`config.mk`:
```
export PLATFORM = sky130hd
export DESIGN_NAME = csg_top
export DESIGN_NICKNAME = d
export VERILOG_FILES = /design/src/hw/csg_pkg.sv /design/src/hw/csg_clock_gen.sv /design/src/hw/csg_top.sv
export VERILOG_INCLUDE_DIRS = /design/src /design/src/hw
export SDC_FILE = /design/constraint.sdc
export NUM_CORES = 1
export LEC_CHECK = 0
export BUFFER_PORTS_ARGS = -buffer_cell sky130_fd_sc_hd__clkbuf_2
export CORE_MARGIN = 1.5
export CORE_UTILIZATION = 55
export CTS_BUF_LIST = sky130_fd_sc_hd__clkbuf_16
export DETAILED_ROUTE_END_ITERATION = 10
export PLACE_DENSITY = 0.73
export SLEW_MARGIN = 30
export SYNTH_ARGS = -nofsm -noshare
export SYNTH_HDL_FRONTEND = slang
export SYNTH_HIERARCHICAL = 1
export SYNTH_SLANG_ARGS = --single-unit
```
`constraint.sdc`:
```
create_clock -name aclk -period 5 [get_ports aclk]
set_input_delay 0.5 -clock aclk [delete_from_list [all_inputs] [get_ports aclk]]
set_output_delay 0.5 -clock aclk [all_outputs]
set_load 0.005 [all_outputs]
```
`src/hw/csg_defs.svh`:
```
// Register map, field positions, reset values and timing of the conversion signal generators.
// Assumes a 32-bit AXI4-Lite slave with 12 byte-address bits and a 50 MHz aclk.
// Contract
// - Enable bit 8 switches the frame trigger generator off (0) or on (1).
// - Enabled frame generator pulses its count, starting at next associated clock rise.
// - Enable bit 1 stops (0) or runs (1) conversion clock B.
// - Enable bit 0 stops (0) or runs (1) conversion clock A.
// - All three enable bits read 0 after reset.
// - Enable bits act together, so generators enabled by one write start together.
// - Routing bits 5:4 drive frame trigger: 0x off, 10 rear, 11 front line 5.
// - Routing bits 3:2 drive clock B; code 0x keeps that driver off.
// - Each clock generator output runs at source frequency over divider plus one; the code always divides aclk, whatever source bits 30:29 hold.
// - Frame pulses are spaced interval plus one associated clock cycles apart.
// - A pulse count of zero makes frame pulses run until disabled.
// - Select bit 29 ties frame generator to clock A (0) or clock B (1).
`ifndef CSG_DEFS_SVH
`define CSG_DEFS_SVH
`define CSG_ADDR_W        12
`define CSG_OFS_CLK_A     12'h320
`define CSG_OFS_CLK_B     12'h324
`define CSG_OFS_FRAME_1   12'h32C
`define CSG_OFS_FRAME_2   12'h330
`define CSG_OFS_ENABLE    12'h33C
`define CSG_OFS_ROUTE     12'h340
`define CSG_OFS_STATUS    12'h348
`define CSG_DIV_W         28
`define CSG_DIV_RESET     28'hFFFFFFF
`define CSG_IVAL_RESET    28'hFFFFFFF
`define CSG_NUM_RESET     28'h0000000
`define CSG_SRC_LSB       29
`define CSG_FRAME_CLK_BIT 29
`define CSG_EN_A_BIT      0
`define CSG_EN_B_BIT      1
`define CSG_EN_FRAME_BIT  8
`define CSG_ROUTE_A_LSB   0
`define CSG_ROUTE_B_LSB   2
`define CSG_ROUTE_F_LSB   4
`define CSG_ROUTE_REAR    2'h2
`define CSG_ROUTE_FRONT   2'h3
`define CSG_RESP_OKAY     2'h0
`define CSG_RESP_SLVERR   2'h2
`endif

```
`src/hw/csg_pkg.sv`:
```
// Types shared by the conversion signal generator design.
// Assumes csg_defs.svh supplies the numeric constants.
package csg_pkg;
	typedef enum logic [3:0] {
		FRM_IDLE = 4'h1,
		FRM_WAIT = 4'h2,
		FRM_RUN  = 4'h4,
		FRM_DONE = 4'h8
	} csg_frame_e;
	typedef logic [27:0] csg_count_t;
endpackage

```
`src/hw/csg_clock_gen.sv`:
```
// One conversion clock generator: divides aclk by divider plus one.
// Assumes divider is stable while running; a change applies at once to the period in progress.
`include "csg_defs.svh"
module csg_clock_gen #(
	parameter int DIV_W = `CSG_DIV_W
) (
	input  wire logic             aclk,
	input  wire logic             aresetn,
	input  wire logic             run,
	input  wire logic [DIV_W-1:0] divider,
	output logic                  clk_out,
	output logic                  rise
);
	logic [DIV_W-1:0] cnt_q, cnt_d;
	logic             run_q, out_d, rise_d;

	always_comb begin
		if (!run || !run_q) begin
			cnt_d = '0;
		end else if (cnt_q >= divider) begin
			cnt_d = '0;
		end else begin
			cnt_d = cnt_q + 1'b1;
		end
		// High for the first half of each period; a divider of 0 holds it high
		out_d  = run && (cnt_d <= (divider >> 1));
		rise_d = run && (cnt_d == '0);
	end

	always_ff @(posedge aclk) begin
		if (!aresetn) begin
			cnt_q   <= '0;
			run_q   <= 1'b0;
			clk_out <= 1'b0;
			rise    <= 1'b0;
		end else begin
			cnt_q   <= cnt_d;
			run_q   <= run;
			clk_out <= out_d;
			rise    <= rise_d;
		end
	end
endmodule

```
`src/hw/csg_top.sv`:
```
// Conversion clock and frame trigger generators with enable and output routing registers.
// Assumes an AXI4-Lite master on aclk; pins are driven with active-low output enables.
`include "csg_defs.svh"
module csg_top #(
	parameter int DIV_W = `CSG_DIV_W
) (
	input  wire logic                   aclk,
	input  wire logic                   aresetn,
	input  wire logic [`CSG_ADDR_W-1:0] s_axi_awaddr,
	input  wire logic [2:0]             s_axi_awprot,
	input  wire logic                   s_axi_awvalid,
	output logic                        s_axi_awready,
	input  wire logic [31:0]            s_axi_wdata,
	input  wire logic [3:0]             s_axi_wstrb,
	input  wire logic                   s_axi_wvalid,
	output logic                        s_axi_wready,
	output logic [1:0]                  s_axi_bresp,
	output logic                        s_axi_bvalid,
	input  wire logic                   s_axi_bready,
	input  wire logic [`CSG_ADDR_W-1:0] s_axi_araddr,
	input  wire logic [2:0]             s_axi_arprot,
	input  wire logic                   s_axi_arvalid,
	output logic                        s_axi_arready,
	output logic [31:0]                 s_axi_rdata,
	output logic [1:0]                  s_axi_rresp,
	output logic                        s_axi_rvalid,
	input  wire logic                   s_axi_rready,
	output logic                        rear_conv_clock_a,
	output logic                        rear_conv_clock_a_oe_n,
	output logic                        rear_conv_clock_b,
	output logic                        rear_conv_clock_b_oe_n,
	output logic                        rear_frame_trigger,
	output logic                        rear_frame_trigger_oe_n,
	output logic                        front_digital_line_1,
	output logic                        front_digital_line_1_oe_n,
	output logic                        front_digital_line_3,
	output logic                        front_digital_line_3_oe_n,
	output logic                        front_digital_line_5,
	output logic                        front_digital_line_5_oe_n
);
	// Register state
	logic [31:0]     clk_a_cfg_q, clk_a_cfg_d, clk_b_cfg_q, clk_b_cfg_d;
	logic [31:0]     frame_1_q, frame_1_d, frame_2_q, frame_2_d;
	logic [31:0]     enable_q, enable_d, route_q, route_d;
	// Bus state
	logic                   aw_held_q, aw_held_d, w_held_q, w_held_d;
	logic [`CSG_ADDR_W-1:0] waddr_q, waddr_d;
	logic [31:0]            wdata_q, wdata_d;
	logic [3:0]             wstrb_q, wstrb_d;
	logic                   bvalid_d, rvalid_d;
	logic [1:0]             bresp_d, rresp_d;
	logic [31:0]            rdata_d;
	// Generator state
	csg_pkg::csg_frame_e  frm_q, frm_d;
	csg_pkg::csg_count_t  ival_cnt_q, ival_cnt_d, pulses_q, pulses_d;
	logic                 pulse_q, pulse_d;
	logic                 clk_a, clk_b, rise_a, rise_b, rise_sel;
	logic                 do_write;

	function automatic logic mapped(input logic [`CSG_ADDR_W-1:0] a);
		mapped = (a == `CSG_OFS_CLK_A) || (a == `CSG_OFS_CLK_B) || (a == `CSG_OFS_FRAME_1)
			|| (a == `CSG_OFS_FRAME_2) || (a == `CSG_OFS_ENABLE) || (a == `CSG_OFS_ROUTE)
			|| (a == `CSG_OFS_STATUS);
	endfunction

	function automatic logic [31:0] merge(input logic [31:0] old, input logic [31:0] nw,
		input logic [3:0] strb, input logic [31:0] keep);
		logic [31:0] m;
		m = old;
		for (int i = 0; i < 4; i++) begin
			if (strb[i]) begin
				m[i*8 +: 8] = nw[i*8 +: 8];
			end
		end
		merge = m & keep;
	endfunction

	// Both generators see the same enable register edge, so one write starts them together
	csg_clock_gen #(.DIV_W(DIV_W)) u_clk_a (
		.aclk    (aclk),
		.aresetn (aresetn),
		.run     (enable_q[`CSG_EN_A_BIT]),
		.divider (clk_a_cfg_q[DIV_W-1:0]),
		.clk_out (clk_a),
		.rise    (rise_a)
	);
	csg_clock_gen #(.DIV_W(DIV_W)) u_clk_b (
		.aclk    (aclk),
		.aresetn (aresetn),
		.run     (enable_q[`CSG_EN_B_BIT]),
		.divider (clk_b_cfg_q[DIV_W-1:0]),
		.clk_out (clk_b),
		.rise    (rise_b)
	);

	assign rise_sel = frame_1_q[`CSG_FRAME_CLK_BIT] ? rise_b : rise_a;
	assign do_write = aw_held_q && w_held_q && !s_axi_bvalid;

	// Bus slave: address and data taken in either order, answered one cycle after both
	always_comb begin
		aw_held_d   = aw_held_q;
		w_held_d    = w_held_q;
		waddr_d     = waddr_q;
		wdata_d     = wdata_q;
		wstrb_d     = wstrb_q;
		bvalid_d    = s_axi_bvalid && !s_axi_bready;
		bresp_d     = s_axi_bresp;
		rvalid_d    = s_axi_rvalid && !s_axi_rready;
		rresp_d     = s_axi_rresp;
		rdata_d     = s_axi_rdata;
		clk_a_cfg_d = clk_a_cfg_q;
		clk_b_cfg_d = clk_b_cfg_q;
		frame_1_d   = frame_1_q;
		frame_2_d   = frame_2_q;
		enable_d    = enable_q;
		route_d     = route_q;
		if (s_axi_awvalid && s_axi_awready) begin
			aw_held_d = 1'b1;
			waddr_d   = s_axi_awaddr;
		end
		if (s_axi_wvalid && s_axi_wready) begin
			w_held_d = 1'b1;
			wdata_d  = s_axi_wdata;
			wstrb_d  = s_axi_wstrb;
		end
		if (do_write) begin
			aw_held_d = 1'b0;
			w_held_d  = 1'b0;
			bvalid_d  = 1'b1;
			bresp_d   = mapped(waddr_q) ? `CSG_RESP_OKAY : `CSG_RESP_SLVERR;
			if (waddr_q == `CSG_OFS_CLK_A) begin
				clk_a_cfg_d = merge(clk_a_cfg_q, wdata_q, wstrb_q, 32'h6FFFFFFF);
			end else if (waddr_q == `CSG_OFS_CLK_B) begin
				clk_b_cfg_d = merge(clk_b_cfg_q, wdata_q, wstrb_q, 32'h6FFFFFFF);
			end else if (waddr_q == `CSG_OFS_FRAME_1) begin
				frame_1_d = merge(frame_1_q, wdata_q, wstrb_q, 32'h2FFFFFFF);
			end else if (waddr_q == `CSG_OFS_FRAME_2) begin
				frame_2_d = merge(frame_2_q, wdata_q, wstrb_q, 32'h0FFFFFFF);
			end else if (waddr_q == `CSG_OFS_ENABLE) begin
				enable_d = merge(enable_q, wdata_q, wstrb_q, 32'h00000103);
			end else if (waddr_q == `CSG_OFS_ROUTE) begin
				route_d = merge(route_q, wdata_q, wstrb_q, 32'h0000003F);
			end
		end
		if (s_axi_arvalid && s_axi_arready) begin
			rvalid_d = 1'b1;
			rresp_d  = mapped(s_axi_araddr) ? `CSG_RESP_OKAY : `CSG_RESP_SLVERR;
			rdata_d  = 32'h00000000;
			if (s_axi_araddr == `CSG_OFS_CLK_A) begin
				rdata_d = clk_a_cfg_q;
			end else if (s_axi_araddr == `CSG_OFS_CLK_B) begin
				rdata_d = clk_b_cfg_q;
			end else if (s_axi_araddr == `CSG_OFS_FRAME_1) begin
				rdata_d = frame_1_q;
			end else if (s_axi_araddr == `CSG_OFS_FRAME_2) begin
				rdata_d = frame_2_q;
			end else if (s_axi_araddr == `CSG_OFS_ENABLE) begin
				rdata_d = enable_q;
			end else if (s_axi_araddr == `CSG_OFS_ROUTE) begin
				rdata_d = route_q;
			end else if (s_axi_araddr == `CSG_OFS_STATUS) begin
				rdata_d = {22'h000000, (frm_q == csg_pkg::FRM_DONE),
					(frm_q == csg_pkg::FRM_RUN) || (frm_q == csg_pkg::FRM_WAIT),
					6'h00, clk_b, clk_a};
			end
		end
	end

	// Frame trigger sequencer
	always_comb begin
		frm_d      = frm_q;
		ival_cnt_d = ival_cnt_q;
		pulses_d   = pulses_q;
		pulse_d    = 1'b0;
		case (frm_q)
			csg_pkg::FRM_IDLE: begin
				if (enable_q[`CSG_EN_FRAME_BIT]) begin
					frm_d = csg_pkg::FRM_WAIT;
				end
			end
			csg_pkg::FRM_WAIT: begin
				if (rise_sel) begin
					pulse_d    = 1'b1;
					pulses_d   = 28'h0000001;
					ival_cnt_d = '0;
					frm_d      = (frame_2_q[27:0] == 28'h0000001) ? csg_pkg::FRM_DONE
						: csg_pkg::FRM_RUN;
				end
			end
			csg_pkg::FRM_RUN: begin
				if (rise_sel) begin
					if (ival_cnt_q == frame_1_q[27:0]) begin
						pulse_d    = 1'b1;
						ival_cnt_d = '0;
						pulses_d   = pulses_q + 1'b1;
						if (frame_2_q[27:0] != '0 && pulses_d == frame_2_q[27:0]) begin
							frm_d = csg_pkg::FRM_DONE;
						end
					end else begin
						ival_cnt_d = ival_cnt_q + 1'b1;
					end
				end
			end
			csg_pkg::FRM_DONE: begin
				frm_d = csg_pkg::FRM_DONE;
			end
			default: begin
				frm_d = csg_pkg::FRM_IDLE;
			end
		endcase
		if (!enable_q[`CSG_EN_FRAME_BIT]) begin
			frm_d   = csg_pkg::FRM_IDLE;
			pulse_d = 1'b0;
		end
	end

	always_ff @(posedge aclk) begin
		if (!aresetn) begin
			aw_held_q    <= 1'b0;
			w_held_q     <= 1'b0;
			waddr_q      <= '0;
			wdata_q      <= 32'h00000000;
			wstrb_q      <= 4'h0;
			s_axi_bvalid <= 1'b0;
			s_axi_bresp  <= `CSG_RESP_OKAY;
			s_axi_rvalid <= 1'b0;
			s_axi_rresp  <= `CSG_RESP_OKAY;
			s_axi_rdata  <= 32'h00000000;
			s_axi_awready <= 1'b0;
			s_axi_wready  <= 1'b0;
			s_axi_arready <= 1'b0;
			clk_a_cfg_q  <= {4'h0, `CSG_DIV_RESET};
			clk_b_cfg_q  <= {4'h0, `CSG_DIV_RESET};
			frame_1_q    <= {4'h0, `CSG_IVAL_RESET};
			frame_2_q    <= {4'h0, `CSG_NUM_RESET};
			enable_q     <= 32'h00000000;
			route_q      <= 32'h00000000;
			frm_q        <= csg_pkg::FRM_IDLE;
			ival_cnt_q   <= '0;
			pulses_q     <= '0;
			pulse_q      <= 1'b0;
		end else begin
			aw_held_q    <= aw_held_d;
			w_held_q     <= w_held_d;
			waddr_q      <= waddr_d;
			wdata_q      <= wdata_d;
			wstrb_q      <= wstrb_d;
			s_axi_bvalid <= bvalid_d;
			s_axi_bresp  <= bresp_d;
			s_axi_rvalid <= rvalid_d;
			s_axi_rresp  <= rresp_d;
			s_axi_rdata  <= rdata_d;
			// Ready only while nothing is held, so one write and one read are in flight
			s_axi_awready <= !aw_held_d && !bvalid_d && !(s_axi_awvalid && s_axi_awready);
			s_axi_wready  <= !w_held_d && !bvalid_d && !(s_axi_wvalid && s_axi_wready);
			s_axi_arready <= !rvalid_d && !(s_axi_arvalid && s_axi_arready);
			clk_a_cfg_q  <= clk_a_cfg_d;
			clk_b_cfg_q  <= clk_b_cfg_d;
			frame_1_q    <= frame_1_d;
			frame_2_q    <= frame_2_d;
			enable_q     <= enable_d;
			route_q      <= route_d;
			frm_q        <= frm_d;
			ival_cnt_q   <= ival_cnt_d;
			pulses_q     <= pulses_d;
			pulse_q      <= pulse_d;
		end
	end

	// Pin drivers; an undriven pin is held low with its enable released
	always_ff @(posedge aclk) begin
		if (!aresetn) begin
			rear_conv_clock_a         <= 1'b0;
			rear_conv_clock_a_oe_n    <= 1'b1;
			front_digital_line_1      <= 1'b0;
			front_digital_line_1_oe_n <= 1'b1;
			rear_conv_clock_b         <= 1'b0;
			rear_conv_clock_b_oe_n    <= 1'b1;
			front_digital_line_3      <= 1'b0;
			front_digital_line_3_oe_n <= 1'b1;
			rear_frame_trigger        <= 1'b0;
			rear_frame_trigger_oe_n   <= 1'b1;
			front_digital_line_5      <= 1'b0;
			front_digital_line_5_oe_n <= 1'b1;
		end else begin
			rear_conv_clock_a_oe_n    <= route_q[1:0] != `CSG_ROUTE_REAR;
			rear_conv_clock_a         <= (route_q[1:0] == `CSG_ROUTE_REAR) && clk_a;
			front_digital_line_1_oe_n <= route_q[1:0] != `CSG_ROUTE_FRONT;
			front_digital_line_1      <= (route_q[1:0] == `CSG_ROUTE_FRONT) && clk_a;
			rear_conv_clock_b_oe_n    <= route_q[3:2] != `CSG_ROUTE_REAR;
			rear_conv_clock_b         <= (route_q[3:2] == `CSG_ROUTE_REAR) && clk_b;
			front_digital_line_3_oe_n <= route_q[3:2] != `CSG_ROUTE_FRONT;
			front_digital_line_3      <= (route_q[3:2] == `CSG_ROUTE_FRONT) && clk_b;
			rear_frame_trigger_oe_n   <= route_q[5:4] != `CSG_ROUTE_REAR;
			rear_frame_trigger        <= (route_q[5:4] == `CSG_ROUTE_REAR) && pulse_q;
			front_digital_line_5_oe_n <= route_q[5:4] != `CSG_ROUTE_FRONT;
			front_digital_line_5      <= (route_q[5:4] == `CSG_ROUTE_FRONT) && pulse_q;
		end
	end
endmodule

```
# Word-level counts from Yosys, hierarchy flattened
# Index checks and enable logic that the tools add are counted.
# word_totals
wordCells	223
out_inout_bits	53
regBits	351
in_bits	73
# classes
n_reduce_logical	79
magnitude_cmp	4
n_bitwise	5
muxes	38
add_sub_neg	4
eq_ne	37
# ops
op	n
$mux W28	11
$eq A12 B10 Y1 const B	14
$add A28 B1 Y28 const B	4
$pmux W28 S2	2
$mux W31	2
$eq A28 B28 Y1	2
$ge A28 B28 Y1	2
$le A28 B27 Y1	2
$logic_not A28 Y1	2
$mux W10	3
$mux W30	1
$eq A28 B1 Y1 const B	1
$reduce_bool A28 Y1	1
$reduce_and A4 Y1	6
$reduce_and A6 Y1	4
$logic_and A1 B1 Y1	23
$mux W4	5
$reduce_and A5 Y1	4
$ne A2 B2 Y1 const B	8
$pmux W4 S4	1
$logic_or A1 B1 Y1	15
$reduce_and A3 Y1	5
$logic_not A1 Y1	14
$reduce_and A7 Y1	2
other kinds (13)	33

# Depth between registers and ports, before layout
# logic_depth
word_depth	9
mapped_depth	19
depth_no_buf	17

# Cells and area by module
# Netlist, hierarchy kept.
# modules_own_cells
mod	seq_area_each_um2	area_per_inst_um2	cells_each	instances
csg_top	5685.5	13349.1	1577	1
csg_clock_gen (u_clk_a)	620.6	3055.4	388	1
csg_clock_gen (u_clk_b)	620.6	2876.5	358	1

# Least setup slack after synthesis
# Ideal clock, no wire load.
# synth_path
path_kind	reg-to-reg
start	register u_clk_a.cnt_q[0]
end	register u_clk_a.clk_out
stages_incl_launch_ff	19
synth_period_minus_slack_ps	3819
n_path_buf	2
arrival_time_ps	3760
setup_slack_ps	1181
cell_sequence	dfxtp_1 -> inv_1 -> ha_1 -> nand2b_1 -> a21o_1 -> a211oi_1 -> o311ai_1 -> a311o_1 -> and2_1 -> clkbuf_1 -> clkbuf_1 -> nor2_1 -> ha_1 -> a21o_1 -> a21o_1 -> a211oi_1 -> o311ai_0 -> o311ai_0 -> o211a_1
# synth_via
elab_chain_len	5
word_cells_on_any_way	6
cone_classes	1 x add/sub; 2 x order compare; 2 x mux; 1 x reduce/logical
# synth_lines
item	line_no	source
start: declaration	csg_clock_gen.sv:14	logic [DIV_W-1:0] cnt_q, cnt_d;
start signal: assignment	csg_clock_gen.sv:37	cnt_q <= cnt_d;
$add A28 B1 Y28 or $ge A28 B28 Y1 (tied branches)	csg_clock_gen.sv:23, csg_clock_gen.sv:20	
$mux W28 (*)	csg_clock_gen.sv:20	end else if (cnt_q >= divider) begin
$mux W28 (*)	csg_clock_gen.sv:18	if (!run || !run_q) begin
named net u_clk_a.cnt_d[21]	csg_clock_gen.sv:14	
$le A28 B27 Y1 (*)	csg_clock_gen.sv:26	out_d = run && (cnt_d <= (divider >> 1));
$logic_and A1 B1 Y1 (*)	csg_clock_gen.sv:26	
end signal: assignment	csg_clock_gen.sv:39	clk_out <= out_d;
end: declaration	csg_clock_gen.sv:11	output logic clk_out,
# The timed path passes the listed nets; every way through them passes the cells marked *.
# A chain may end at the register's enable or synchronous reset.

# Worst setup path in the final report
# layout_path
start	register u_clk_a.cnt_q[9]
end	register u_clk_a.clk_out
# layout_via
elab_chain_len	5
word_cells_on_any_way	6
cone_classes	1 x add/sub; 2 x order compare; 2 x mux; 1 x reduce/logical
# layout_lines
item	line_no
$ge A28 B28 Y1	csg_clock_gen.sv:20
$mux W28	csg_clock_gen.sv:20
$mux W28	csg_clock_gen.sv:18
named net u_clk_a.cnt_d[1]	csg_clock_gen.sv:14
$le A28 B27 Y1	csg_clock_gen.sv:26
$logic_and A1 B1 Y1	csg_clock_gen.sv:26
# The timed path passes the listed nets, and every way through them passes these cells.

==> flow_summary.json <==
{
  "io_buffers": 113,
  "grt_pass1_vias": 16330,
  "slew_headroom_pct": 33.60,
  "cts_made_buffers": 38,
  "nets": 2539,
  "vias": 17350,
  "grt_max_degree": 86,
  "crit_path_max_incr_delay_ps": 500,
  "slowest_stage": "dfxtp_1",
  "ios": 126,
  "yosysMostFrequentCell": "dfxtp_1",
  "yosys.area.top_type_share_pct": 35.92,
  "dr.pass1.iters": 9,
  "drt_wl_total_um": 57140,
  "postRouteAntennaNets": 0,
  "drive_gt1_share_pct": 10.51,
  "hpwl_um": 41830,
  "synthTopCellsByArea": "dfxtp_1, ha_1, nand2_1",
  "min_path_type": "input pin to register",
  "grtUsageTotal_pct": 31.41,
  "finalMaxSlewViolations": 0,
  "cts_sinks": 346,
  "end_kind": "register",
  "route.detailed.drc": 0,
  "synth_edf_count": 0,
  "die_h_um": 190.2,
  "synth.distinct_cells": 91,
  "fp.dieW_um": 190.2,
  "antenna_found_initial": 1,
  "postCtsHoldBufs": 0,
  "critPathKind": "register to register",
  "clk_latency_ps": 570,
  "cp.required_ps": 5510,
  "cts_tree": "built",
  "worstPathCellList": "ha_1, a21o_1, a21o_1, a21oi_1, o311ai_1, a311o_1, and2_1, buf_4, nor2_1, ha_1, nor2b_1, o21a_1, o21ai_0, a21oi_1, o31a_1, o311ai_0, o211a_1",
  "cts_resized": 0,
  "critPathArrivalTime_ps": 4930,
  "grt_pass1_wl_um": 89390,
  "fin_crit_ps": 4416,
  "drtIter0Drc": 1795,
  "period_share_pct": 88.33,
  "stdcell_area_um2": 21280,
  "synth_top_area_cell": "dfxtp_1",
  "fin_worst_skew_ps": 30.66,
  "start_util_pct": 55.82,
  "coreArea_um2": 34540,
  "fp-row-count": 68,
  "status": "completed",
  "crit_fanout": 18,
  "syn_inst": 2323,
  "place_ws_ps": 696.3,
  "place_area_um2": 19940,
  "setup_viol_count_final": 0,
  "yosysSeqAreaShare_pct": 35.92,
  "postSynth.asyncResetShare_pct": 0,
  "clock.fmax_mhz": 226.4,
  "wl_per_cell_um": 20.16,
  "powerDensity_nw_per_um2": 283.2,
  "clk_path_buf_depth": 3,
  "vdd_drop_max_mv": 0.2331,
  "totalNegativeSetupSlack_ps": 0,
  "num_antenna_cells": 0,
  "clkTransAtPathRegs_ps": 70,
  "cap_violations": 0,
  "areaGrowthSynthToFinish_pct": 10.38,
  "cts_setup_buffers": 0,
  "gr-total-overflow": 0,
  "place.gp.congestion": 0.9440,
  "syn_avg_cell_area_um2": 8.300,
  "ys_top_cells_by_count": "dfxtp_1, nand2_1, nor2_1, nand3_1, ha_1",
  "p_leak_nw": 8.966,
  "cts.htree.levels": 2,
  "worstMarginPinSlew_ps": 986.9,
  "viasPerCell": 6.121,
  "finalHoldViolations": 0,
  "ys_ff_latch": 346,
  "yosys_warnings": 6,
  "clockRootBuffer": "clkbuf_16",
  "layout_setup_ws_ps": 583.7,
  "rsz0062_at_grt": "false",
  "die_area_um2": 36190,
  "synthFlopType": "dfxtp_1",
  "start_kind": "register",
  "synth.cell_area_um2": 19280
}
metrics by stage:
stage	power, mW	cells	util [%]	hold slack, ps
2_1_floorplan	2.999	2326	-	404.4
5_1_grt	6.183	2834	61.61	163.4
4_1_cts	6.046	2833	61.50	146.8
6_report	6.026	2834	61.61	159.1
3_5_place_dp	3.091	2766	57.72	449.1
3_3_place_gp	3.086	2766	57.71	439.5
worst max-delay path: cells and delay by family, from the launching register on:
kind	cells	cell delay (ps)
AOI/OAI and AO/OA	11	2420
adders and majority gates	2	570
and+or+nand+nor	3	560
DFF	1	500
buffers and inverters	1	280
cells in the final DEF (no fill, tap or decap), types with 13 or more instances in the layout:
master,Yosys,final
nand4_1,72,72
clkbuf_16,0,38
nand2_1,331,331
a21boi_1,22,22
nor3_1,36,35
nor4_1,31,29
dfxtp_1,346,346
o21ai_0,78,78
nor2b_1,29,29
xor2_1,67,67
nor2_1,200,200
or4_1,21,21
and4_1,20,20
nand2b_1,14,14
and3_1,30,29
nand3_1,120,120
a31oi_1,13,13
xnor2_1,76,76
clkbuf_2,1,112
a222oi_1,20,20
inv_1,81,83
a21boi_0,85,85
and2_1,16,15
a21o_1,43,43
ha_1,114,114
a21oi_1,71,71
mux2_2,26,26
buf_4,6,21
mux2i_1,65,65
registers in the layout, summed over array words and instances (netlist names), 28 cells and up:
name / count
wdata_q: 30
frame_1_q: 29
u_clk_a/cnt_q: 28
clk_a_cfg_q: 30
pulses_q: 28
ival_cnt_q: 28
clk_b_cfg_q: 30
frame_2_q: 28
u_clk_b/cnt_q: 28
s_axi_rdata: 30
logic make-up after synthesis:
family	after synthesis	share of synthesized area, %
buffers and inverters	231	5.126
AND/OR/NAND/NOR	976	24.91
flip-flops	346	35.92
AO/OA/AOI/OAI	420	15.16
multiplexers	92	4.971
XOR/XNOR	143	6.496
adder cells (fa/ha/maj)	114	7.398
other	1	0.01945
report_power, final:
group	leakage (nW)	internal [mW]	total, mW	switching, mW
clock	0.644	1.76	2.99	1.23
sequential	2.80	2.79	2.84	0.0479
combinational	5.52	0.0780	0.192	0.114
final timing paths:
path | depth (start not counted) | endpoint | slack (ps) | from
worst max-delay path | 17 | u_clk_a/clk_out | 580 | u_clk_a/cnt_q[9]
worst min-delay path | 3 | wdata_q[10] | 160 | s_axi_wdata[10]
worst max register to register | 17 | u_clk_a/clk_out | 580 | u_clk_a/cnt_q[9]
worst min register to register | 1 | s_axi_wready | 460 | w_held_q
area by class of cell:
cell class	instances	area, um^2
clock buffer	38	950.9
clock inverter	29	355.3
sequential	346	6927
inverter	82	321.6
tap	455	569.3
multi-input combinational	1749	11400
fill	3041	13260
timing repair buffer	135	757.0
layer usage:
| layer | share of wire [%] | track usage (%) |
|---|---|---|
| met3 | 8.6 | 5.870 |
| met5 | 0 | 0 |
| met2 | 43 | 48.41 |
| met4 | 3.9 | 12.66 |
| met1 | 44 | 43.27 |
(Power assumes the default switching activity.)
